**src/pcr_pkg.sv**
```systemverilog
/*
 * constants for the port pin configuration block: sfr addresses, pages,
 * reset values, bit positions and the port 1 output mode encoding.
 * assumes a byte wide sfr bus and a page select bit kept by the cpu core.
 */
package pcr_pkg;

    // ****************************************
    // sfr addresses
    // ****************************************
    localparam logic [7:0] PCR_ADDR_SLEW0  = 8'hB2;   // port 0 slew, page 1
    localparam logic [7:0] PCR_ADDR_P1_A   = 8'hB3;   // mode select a (page 0) / input type (page 1)
    localparam logic [7:0] PCR_ADDR_P1_B   = 8'hB4;   // mode select b (page 0) / slew (page 1)
    localparam logic [7:0] PCR_ADDR_PIN20  = 8'hB5;   // pin 2.0 and timer output config, no page

    // ****************************************
    // page values
    // ****************************************
    localparam logic PCR_PAGE0 = 1'b0;
    localparam logic PCR_PAGE1 = 1'b1;

    // ****************************************
    // reset values
    // ****************************************
    localparam logic [7:0] PCR_RST_SLEW0   = 8'h00;
    localparam logic [7:0] PCR_RST_MODE_A  = 8'hFF;
    localparam logic [7:0] PCR_RST_MODE_B  = 8'h00;
    localparam logic [7:0] PCR_RST_ITYPE   = 8'h00;
    localparam logic [7:0] PCR_RST_SLEW1   = 8'h00;
    localparam logic [7:0] PCR_RST_PIN20   = 8'h00;
    localparam logic [7:0] PCR_RDATA_NONE  = 8'h00;   // unmapped or idle read data

    // ****************************************
    // pin 2.0 config register fields
    // ****************************************
    localparam int PCR_BIT_SCHMITT  = 0;
    localparam int PCR_BIT_T0_OE    = 2;
    localparam int PCR_BIT_T1_OE    = 3;
    localparam int PCR_BIT_PULLUP   = 7;
    localparam logic [7:0] PCR_PIN20_MASK = 8'h8D;    // implemented bits, rest read zero

    // ****************************************
    // output mode encoding, {sel_a, sel_b}
    // ****************************************
    typedef enum logic [1:0] {
        PCR_MODE_QUASI = 2'b00,
        PCR_MODE_PUSH  = 2'b01,
        PCR_MODE_HIZ   = 2'b10,
        PCR_MODE_OPEN  = 2'b11
    } pcr_mode_e;

endpackage : pcr_pkg

```
**src/pcr_mode_if.sv**
```systemverilog
/*
 * carrier between the register block and the port 1 mode decoder.
 * assumes both ends sit on the same clock.
 */
`timescale 1ns/1ps

interface pcr_mode_if;
    logic [7:0] sel_a;        // first mode select byte
    logic [7:0] sel_b;        // second mode select byte
    logic [7:0] quasi;        // pin is quasi-bidirectional
    logic [7:0] push_pull;    // pin is push-pull
    logic [7:0] input_only;   // pin is high-impedance input
    logic [7:0] open_drain;   // pin is open-drain

    modport cfg (output sel_a, output sel_b,
                 input quasi, input push_pull, input input_only, input open_drain);
    modport dec (input sel_a, input sel_b,
                 output quasi, output push_pull, output input_only, output open_drain);
endinterface : pcr_mode_if

```
**src/pcr_mode_decode.sv**
```systemverilog
/*
 * decodes the two mode select bytes into one-hot per pin output structure.
 * assumes select bytes come from registers on the same clock.
 */
`timescale 1ns/1ps

module pcr_mode_decode (
    // clock and reset
    input  wire logic clk_sys,
    input  wire logic rst_b,
    // mode bytes in, decoded structure out
    pcr_mode_if.dec   mode
);
    import pcr_pkg::*;

    // ****************************************
    // per pin decode
    // ****************************************
    // registered so the pad control lines never glitch during a write
    genvar n;
    generate
        for (n = 0; n < 8; n++) begin : g_pin
            pcr_mode_e pin_mode;   // combined mode of this pin
            assign pin_mode = pcr_mode_e'({mode.sel_a[n], mode.sel_b[n]});

            always_ff @(posedge clk_sys or negedge rst_b) begin
                if (!rst_b) begin
                    // matches the reset bytes: every pin high impedance
                    mode.quasi[n]      <= 1'b0;
                    mode.push_pull[n]  <= 1'b0;
                    mode.input_only[n] <= 1'b1;
                    mode.open_drain[n] <= 1'b0;
                end else begin
                    mode.quasi[n]      <= (pin_mode == PCR_MODE_QUASI);
                    mode.push_pull[n]  <= (pin_mode == PCR_MODE_PUSH);
                    mode.input_only[n] <= (pin_mode == PCR_MODE_HIZ);
                    mode.open_drain[n] <= (pin_mode == PCR_MODE_OPEN);
                end
            end
        end
    endgenerate

endmodule : pcr_mode_decode

```
**src/pcr_port_cfg.sv**
```systemverilog
/*
 * port pin configuration registers: slew rate for ports 0 and 1, port 1
 * output mode and input type, pin 2.0 input type and pull-up, and the timer
 * 0 and 1 pin output enables. reached over the byte wide sfr bus.
 * assumes the cpu core holds the page select bit and drives single cycle
 * read and write strobes on clk_sys; the reset-pin-disable fuse bit is an
 * asynchronous level.
 */
`timescale 1ns/1ps

// Summary of operation
// - port 0 slew bit high means fast edge
// - port 1 slew bit high means fast edge
// - two mode bytes combine per port 1 pin
// - 00 quasi, 01 push, 10 hiz, 11 open-drain
// - reset leaves every port 1 pin high impedance
// - port 1 input type bit selects schmitt
// - pin 2.0 bit 0 selects schmitt input
// - pin 2.0 pull-up bit obeyed only without fuse
// - bit 3 routes timer 1 to its pin
// - bit 2 routes timer 0 to its pin
// - B3 and B4 split registers by page
module pcr_port_cfg (
    // clock and reset
    input  wire logic       clk_sys,
    input  wire logic       rst_b,
    // sfr bus
    input  wire logic [7:0] sfr_addr,
    input  wire logic       sfr_wr,
    input  wire logic       sfr_rd,
    input  wire logic [7:0] sfr_wdata,
    input  wire logic       sfr_page,
    output logic      [7:0] sfr_rdata,
    // configuration fuse and timer toggles
    input  wire logic       reset_pin_disable,
    input  wire logic       timer0_toggle,
    input  wire logic       timer1_toggle,
    // port 0 pad control
    output logic      [7:0] port0_fast_slew,
    // port 1 pad control
    output logic      [7:0] port1_fast_slew,
    output logic      [7:0] port1_schmitt,
    output logic      [7:0] port1_quasi,
    output logic      [7:0] port1_push_pull,
    output logic      [7:0] port1_input_only,
    output logic      [7:0] port1_open_drain,
    // pin 2.0 pad control
    output logic            pin20_schmitt,
    output logic            pin20_pullup,
    // timer pins
    output logic            timer0_pin_out,
    output logic            timer0_pin_oe,
    output logic            timer1_pin_out,
    output logic            timer1_pin_oe
);
    import pcr_pkg::*;

    // ****************************************
    // register storage
    // ****************************************
    logic [7:0] port0_slew_ctrl_reg;          // port 0 slew
    logic [7:0] port1_mode_sel_a_reg;         // port 1 mode select a
    logic [7:0] port1_mode_sel_b_reg;         // port 1 mode select b
    logic [7:0] port1_input_type_reg;         // port 1 schmitt select
    logic [7:0] port1_slew_ctrl_reg;          // port 1 slew
    logic [7:0] pin20_timer_output_cfg_reg;   // pin 2.0 and timer config
    logic [7:0] sfr_rdata_reg;                // registered read data
    logic [7:0] sfr_rdata_next;               // read mux
    logic       fuse_meta_reg;                // fuse sync stage 1
    logic       fuse_sync_reg;                // fuse sync stage 2
    logic       pin20_schmitt_reg;
    logic       pin20_pullup_reg;
    logic [7:0] port0_fast_slew_reg;
    logic [7:0] port1_fast_slew_reg;
    logic [7:0] port1_schmitt_reg;
    logic       timer0_pin_out_reg;
    logic       timer0_pin_oe_reg;
    logic       timer1_pin_out_reg;
    logic       timer1_pin_oe_reg;

    // ****************************************
    // write decode
    // ****************************************
    logic wr_slew0;     // port 0 slew write
    logic wr_mode_a;    // mode select a write
    logic wr_itype;     // input type write
    logic wr_mode_b;    // mode select b write
    logic wr_slew1;     // port 1 slew write
    logic wr_pin20;     // pin 2.0 config write

    // the page bit picks one of two registers at each shared address
    always_comb begin
        wr_slew0  = 1'b0;
        wr_mode_a = 1'b0;
        wr_itype  = 1'b0;
        wr_mode_b = 1'b0;
        wr_slew1  = 1'b0;
        wr_pin20  = 1'b0;
        if (!sfr_wr) begin
            // idle, nothing written
        end else if (sfr_addr == PCR_ADDR_SLEW0 && sfr_page == PCR_PAGE1) begin
            wr_slew0 = 1'b1;
        end else if (sfr_addr == PCR_ADDR_P1_A) begin
            wr_mode_a = (sfr_page == PCR_PAGE0);
            wr_itype  = (sfr_page == PCR_PAGE1);
        end else if (sfr_addr == PCR_ADDR_P1_B) begin
            wr_mode_b = (sfr_page == PCR_PAGE0);
            wr_slew1  = (sfr_page == PCR_PAGE1);
        end else if (sfr_addr == PCR_ADDR_PIN20) begin
            wr_pin20 = 1'b1;   // no page split here
        end
    end

    // ****************************************
    // register writes
    // ****************************************
    // port 0 page 0 at B2 belongs to another block, only page 1 is ours
    always_ff @(posedge clk_sys or negedge rst_b) begin
        if (!rst_b) begin
            port0_slew_ctrl_reg        <= PCR_RST_SLEW0;
            port1_mode_sel_a_reg       <= PCR_RST_MODE_A;
            port1_mode_sel_b_reg       <= PCR_RST_MODE_B;
            port1_input_type_reg       <= PCR_RST_ITYPE;
            port1_slew_ctrl_reg        <= PCR_RST_SLEW1;
            pin20_timer_output_cfg_reg <= PCR_RST_PIN20;
        end else begin
            if (wr_slew0)  port0_slew_ctrl_reg  <= sfr_wdata;
            if (wr_mode_a) port1_mode_sel_a_reg <= sfr_wdata;
            if (wr_itype)  port1_input_type_reg <= sfr_wdata;
            if (wr_mode_b) port1_mode_sel_b_reg <= sfr_wdata;
            if (wr_slew1)  port1_slew_ctrl_reg  <= sfr_wdata;
            // unimplemented bits are never stored, so they read back zero
            if (wr_pin20)  pin20_timer_output_cfg_reg <= sfr_wdata & PCR_PIN20_MASK;
        end
    end

    // ****************************************
    // read mux
    // ****************************************
    always_comb begin
        sfr_rdata_next = PCR_RDATA_NONE;
        if (!sfr_rd) begin
            sfr_rdata_next = PCR_RDATA_NONE;
        end else if (sfr_addr == PCR_ADDR_SLEW0 && sfr_page == PCR_PAGE1) begin
            sfr_rdata_next = port0_slew_ctrl_reg;
        end else if (sfr_addr == PCR_ADDR_P1_A) begin
            sfr_rdata_next = (sfr_page == PCR_PAGE1) ? port1_input_type_reg : port1_mode_sel_a_reg;
        end else if (sfr_addr == PCR_ADDR_P1_B) begin
            sfr_rdata_next = (sfr_page == PCR_PAGE1) ? port1_slew_ctrl_reg : port1_mode_sel_b_reg;
        end else if (sfr_addr == PCR_ADDR_PIN20) begin
            sfr_rdata_next = pin20_timer_output_cfg_reg;
        end
    end

    // read data lands one edge after the strobe and clears when idle
    always_ff @(posedge clk_sys or negedge rst_b) begin
        if (!rst_b) sfr_rdata_reg <= PCR_RDATA_NONE;
        else        sfr_rdata_reg <= sfr_rdata_next;
    end

    // ****************************************
    // fuse synchroniser
    // ****************************************
    // fuse level is async; resets to the reset pin role so the pull-up never dips while syncing
    always_ff @(posedge clk_sys or negedge rst_b) begin
        if (!rst_b) begin
            fuse_meta_reg <= 1'b1;
            fuse_sync_reg <= 1'b1;
        end else begin
            fuse_meta_reg <= reset_pin_disable;
            fuse_sync_reg <= fuse_meta_reg;
        end
    end

    // ****************************************
    // pad control outputs
    // ****************************************
    always_ff @(posedge clk_sys or negedge rst_b) begin
        if (!rst_b) begin
            port0_fast_slew_reg <= PCR_RST_SLEW0;
            port1_fast_slew_reg <= PCR_RST_SLEW1;
            port1_schmitt_reg   <= PCR_RST_ITYPE;
            pin20_schmitt_reg   <= 1'b0;
            pin20_pullup_reg    <= 1'b1;   // reset pin role: pull-up on
        end else begin
            port0_fast_slew_reg <= port0_slew_ctrl_reg;
            port1_fast_slew_reg <= port1_slew_ctrl_reg;
            port1_schmitt_reg   <= port1_input_type_reg;
            pin20_schmitt_reg   <= pin20_timer_output_cfg_reg[PCR_BIT_SCHMITT];
            // while the pin is the reset input the pull-up cannot be turned off
            pin20_pullup_reg    <= fuse_sync_reg ? 1'b1 : pin20_timer_output_cfg_reg[PCR_BIT_PULLUP];
        end
    end

    // ****************************************
    // timer pin routing
    // ****************************************
    // counter mode use is left to software, the enable is obeyed as written
    always_ff @(posedge clk_sys or negedge rst_b) begin
        if (!rst_b) begin
            timer0_pin_out_reg <= 1'b0;
            timer0_pin_oe_reg  <= 1'b0;
            timer1_pin_out_reg <= 1'b0;
            timer1_pin_oe_reg  <= 1'b0;
        end else begin
            timer0_pin_oe_reg  <= pin20_timer_output_cfg_reg[PCR_BIT_T0_OE];
            timer0_pin_out_reg <= timer0_toggle & pin20_timer_output_cfg_reg[PCR_BIT_T0_OE];
            timer1_pin_oe_reg  <= pin20_timer_output_cfg_reg[PCR_BIT_T1_OE];
            timer1_pin_out_reg <= timer1_toggle & pin20_timer_output_cfg_reg[PCR_BIT_T1_OE];
        end
    end

    // ****************************************
    // port 1 mode decoder
    // ****************************************
    pcr_mode_if mode_bus ();

    assign mode_bus.sel_a = port1_mode_sel_a_reg;
    assign mode_bus.sel_b = port1_mode_sel_b_reg;

    pcr_mode_decode u_mode_decode (
        .clk_sys (clk_sys),
        .rst_b   (rst_b),
        .mode    (mode_bus.dec)
    );

    // ****************************************
    // output assignment
    // ****************************************
    assign sfr_rdata        = sfr_rdata_reg;
    assign port0_fast_slew  = port0_fast_slew_reg;
    assign port1_fast_slew  = port1_fast_slew_reg;
    assign port1_schmitt    = port1_schmitt_reg;
    assign port1_quasi      = mode_bus.quasi;
    assign port1_push_pull  = mode_bus.push_pull;
    assign port1_input_only = mode_bus.input_only;
    assign port1_open_drain = mode_bus.open_drain;
    assign pin20_schmitt    = pin20_schmitt_reg;
    assign pin20_pullup     = pin20_pullup_reg;
    assign timer0_pin_out   = timer0_pin_out_reg;
    assign timer0_pin_oe    = timer0_pin_oe_reg;
    assign timer1_pin_out   = timer1_pin_out_reg;
    assign timer1_pin_oe    = timer1_pin_oe_reg;
endmodule : pcr_port_cfg

```
**config.mk**
```make
export PLATFORM = sky130hd
export DESIGN_NAME = pcr_port_cfg
export DESIGN_NICKNAME = d
export VERILOG_FILES = /design/src/pcr_pkg.sv /design/src/pcr_mode_if.sv /design/src/pcr_mode_decode.sv /design/src/pcr_port_cfg.sv
export SDC_FILE = /design/constraint.sdc
export NUM_CORES = 1
export LEC_CHECK = 0
export ABC_AREA = 0
export BUFFER_PORTS_ARGS = -buffer_cell sky130_fd_sc_hd__buf_2
export CORE_MARGIN = 3
export CORE_UTILIZATION = 35
export DETAILED_ROUTE_END_ITERATION = 8
export PLACE_DENSITY = 0.69
export REMOVE_ABC_BUFFERS = 1
export SYNTH_ARGS = -nofsm -noshare
export SYNTH_HDL_FRONTEND = slang
export SYNTH_HIERARCHICAL = 1
export SYNTH_SLANG_ARGS = --single-unit
```
**constraint.sdc**
```tcl
create_clock -name clk_sys -period 1 [get_ports clk_sys]
set_input_delay 0.2 -clock clk_sys [delete_from_list [all_inputs] [get_ports clk_sys]]
set_output_delay 0.2 -clock clk_sys [all_outputs]
set_load 0.1 [all_outputs]
```
==> results_dict.tcl <==
set metrics [dict create \
    wl_per_cell_um 17.8 \
    port_buffers 93 \
    max-vdd-ir-drop_v 0.00125 \
    cp-start-kind "flop" \
    rsz0062_at_grt "true" \
    timing.final.crit_share 1.33 \
    final_common_cell "dfrtp_1" \
    cap_violations 0 \
    n_antenna_cell 0 \
    drtPass1Iterations 5 \
    io_pins 94 \
    yosys.area.top_type "dfrtp_1" \
    die_w_um 116 \
    cp_num_buf_inv 1 \
    tritoncts "built" \
    crit_end "pin20_pullup" \
    rr_startpoint "port1_slew_ctrl_reg[2]" \
    end_kind "output pin" \
    fill_cells 805 \
    fmax_ghz 0.752 \
    layout.cells.non_filler 599 \
    synth_area_um2 4230 \
    regArea_um2 2930 \
    violations "negative setup slack" \
    hold_slack_ps 5.29 \
    numCtsBuffers 17 \
    final_cell_mix "dfrtp_1, buf_12, buf_4, mux2_2" \
    p_total_mw 12.0 \
    r2r_cells 3 \
    slowest_stage "dfstp_2" \
    critPathRequiredTime_ps 800 \
    die_area_um2 13500 \
    finClkSkew_ps 9.27 \
    cp.depth 1 \
    antenna_found_initial 0 \
    synth_top_area_frac 0.573 \
    drt_first_iter_violations 105 \
    setup_tns_ps -15990 \
    arrival_ps 1130 \
    clkTransAtPathRegs_ps 60 \
    syn_inst 272 \
    synth_sequential_area_ratio 0.691 \
    drive_gt1_frac 0.693 \
    multi_input_comb_area_um2 1490 \
    grt_pass1_wl_mm 16.8 \
    slew_violations 0 \
    fp.dieH_um 116 \
    insertion_delay_ps 410 \
    syn_avg_cell_area_um2 15.6 \
    final_area_um2 7290 \
    r2r_setup_slack_ps -80 \
    grtUsageTotal 0.165 \
    gp_congestion 0.896 \
    cts.sink_count 116 \
    period_minus_slack_ps 1330 \
    cts-root-buf "clkbuf_16" \
    max_slew_margin 0.810 \
    status "finished, violations left" \
    synth.distinct_cells 38 \
    placed_area_um2 6380 \
    crit_family "flip-flops" \
    regToRegEndpoint "sfr_rdata[2]" \
    worst_slew_pin_slew_ps 277 \
    utilization 0.628 \
    min_path_type "input port to flop" \
    gr-total-overflow 0 \
    rows 39 \
    synth-async-reset-ratio 1.00 \
    cp-startpoint "pin20_pullup" \
    drtAntennaViolNets 0 \
    grt_pass1_vias 3155 \
    viasPerCell 4.74 \
    yosys_most_used_dff "dfrtp_1" \
    nets 467 \
    core_area_um2 11600 \
    setup_slack_ps -330 \
    routed-via-count 2842 \
    wirelength_mm 10.6 \
    htree_num_levels 4 \
    setup_violations 116 \
    grt_max_degree 41 \
    powerDensity_nw_per_um2 1640 \
    yosysWarnings 6 \
    path_class "flop to output pin" \
    synthTopCellsByArea "dfrtp_1, mux2_2, dfstp_2" \
    place_inst 559 \
    path_cells "buf_12" \
    critPathMaxFanout 1 \
    synth_edf_count 0 \
    synth_seq_cells 116 \
    syn_to_final_growth_pct 72.2 \
    hold_viol 0 \
    cts_buffer_depth 2 \
    initial_utilization 0.365 \
    hpwlAfterDp_mm 7.22 \
    remaining_drc_errors 0 \
    slowest_delay_ps 550 \
    dp_slack_ps -600 \
    p_leak_nw 3.49 \
]
[power by group]
part	switching, mW	internal (mW)	leakage, nW	total, mW
combinational	0.866	0.559	1.71	1.43
clock	2.19	3.42	0.274	5.61
sequential	0.105	4.85	1.50	4.95
total	3.16	8.82	3.49	12.0
[synth_stat cells, types with 2 or more instances]
master,count
dfrtp_1,97
mux2_2,52
dfstp_2,19
and2b_2,16
a21oi_1,11
nand2_1,11
and2_2,8
nor2_1,8
mux2i_1,7
a22oi_1,4
buf_2,4
and2_1,3
o211a_1,3
o221ai_1,3
nand3_1,2
nor3_2,2
[area by class of cell]
class	instances	area share
sequential	116	0.402
tap	143	0.0245
timing repair buffer	158	0.293
clock buffer	17	0.0583
inverter	1	0.000515
clock inverter	15	0.0180
multi-input combinational	149	0.204
[layer usage]
layer,wire (um),vias up,track usage
met1,4360,1433,0.202
li1,-,1298,-
met3,673,19,0.0674
met2,5420,92,0.265
met5,0,-,0
met4,179,0,0.0596
[worst min-delay path by stage]
stage                  startpoint                     end  depth (start not counted)
finish              timer1_toggle          timer1_pin_out                          2
global route        timer0_toggle          timer0_pin_out                          2
CTS                 timer1_toggle          timer1_pin_out                          2
detailed placement          rst_b  port0_slew_ctrl_reg[1]                          1
global placement            rst_b  port1_slew_ctrl_reg[5]                          1
floorplan                   rst_b       mode_bus.sel_b[0]                          0
[repair_timing]
item                                   in CTS  in global routing
setup endpoints to repair                 120                125
hold buffers                                2                  0
endpoints found under the hold margin      99                  0
pin swaps                                  14                 15
setup buffers                               7                  1
resized for setup                          48                 25
[logic make-up after synthesis]
| group | Yosys count | synth area share |
|---|---|---|
| AO/OA/AOI/OAI | 25 | 0.0402 |
| buffers and inverters | 7 | 0.00827 |
| flip-flops | 116 | 0.691 |
| multiplexers | 59 | 0.155 |
| AND/OR/NAND/NOR | 65 | 0.106 |
No activity file was read; power rests on OpenSTA's default activity.
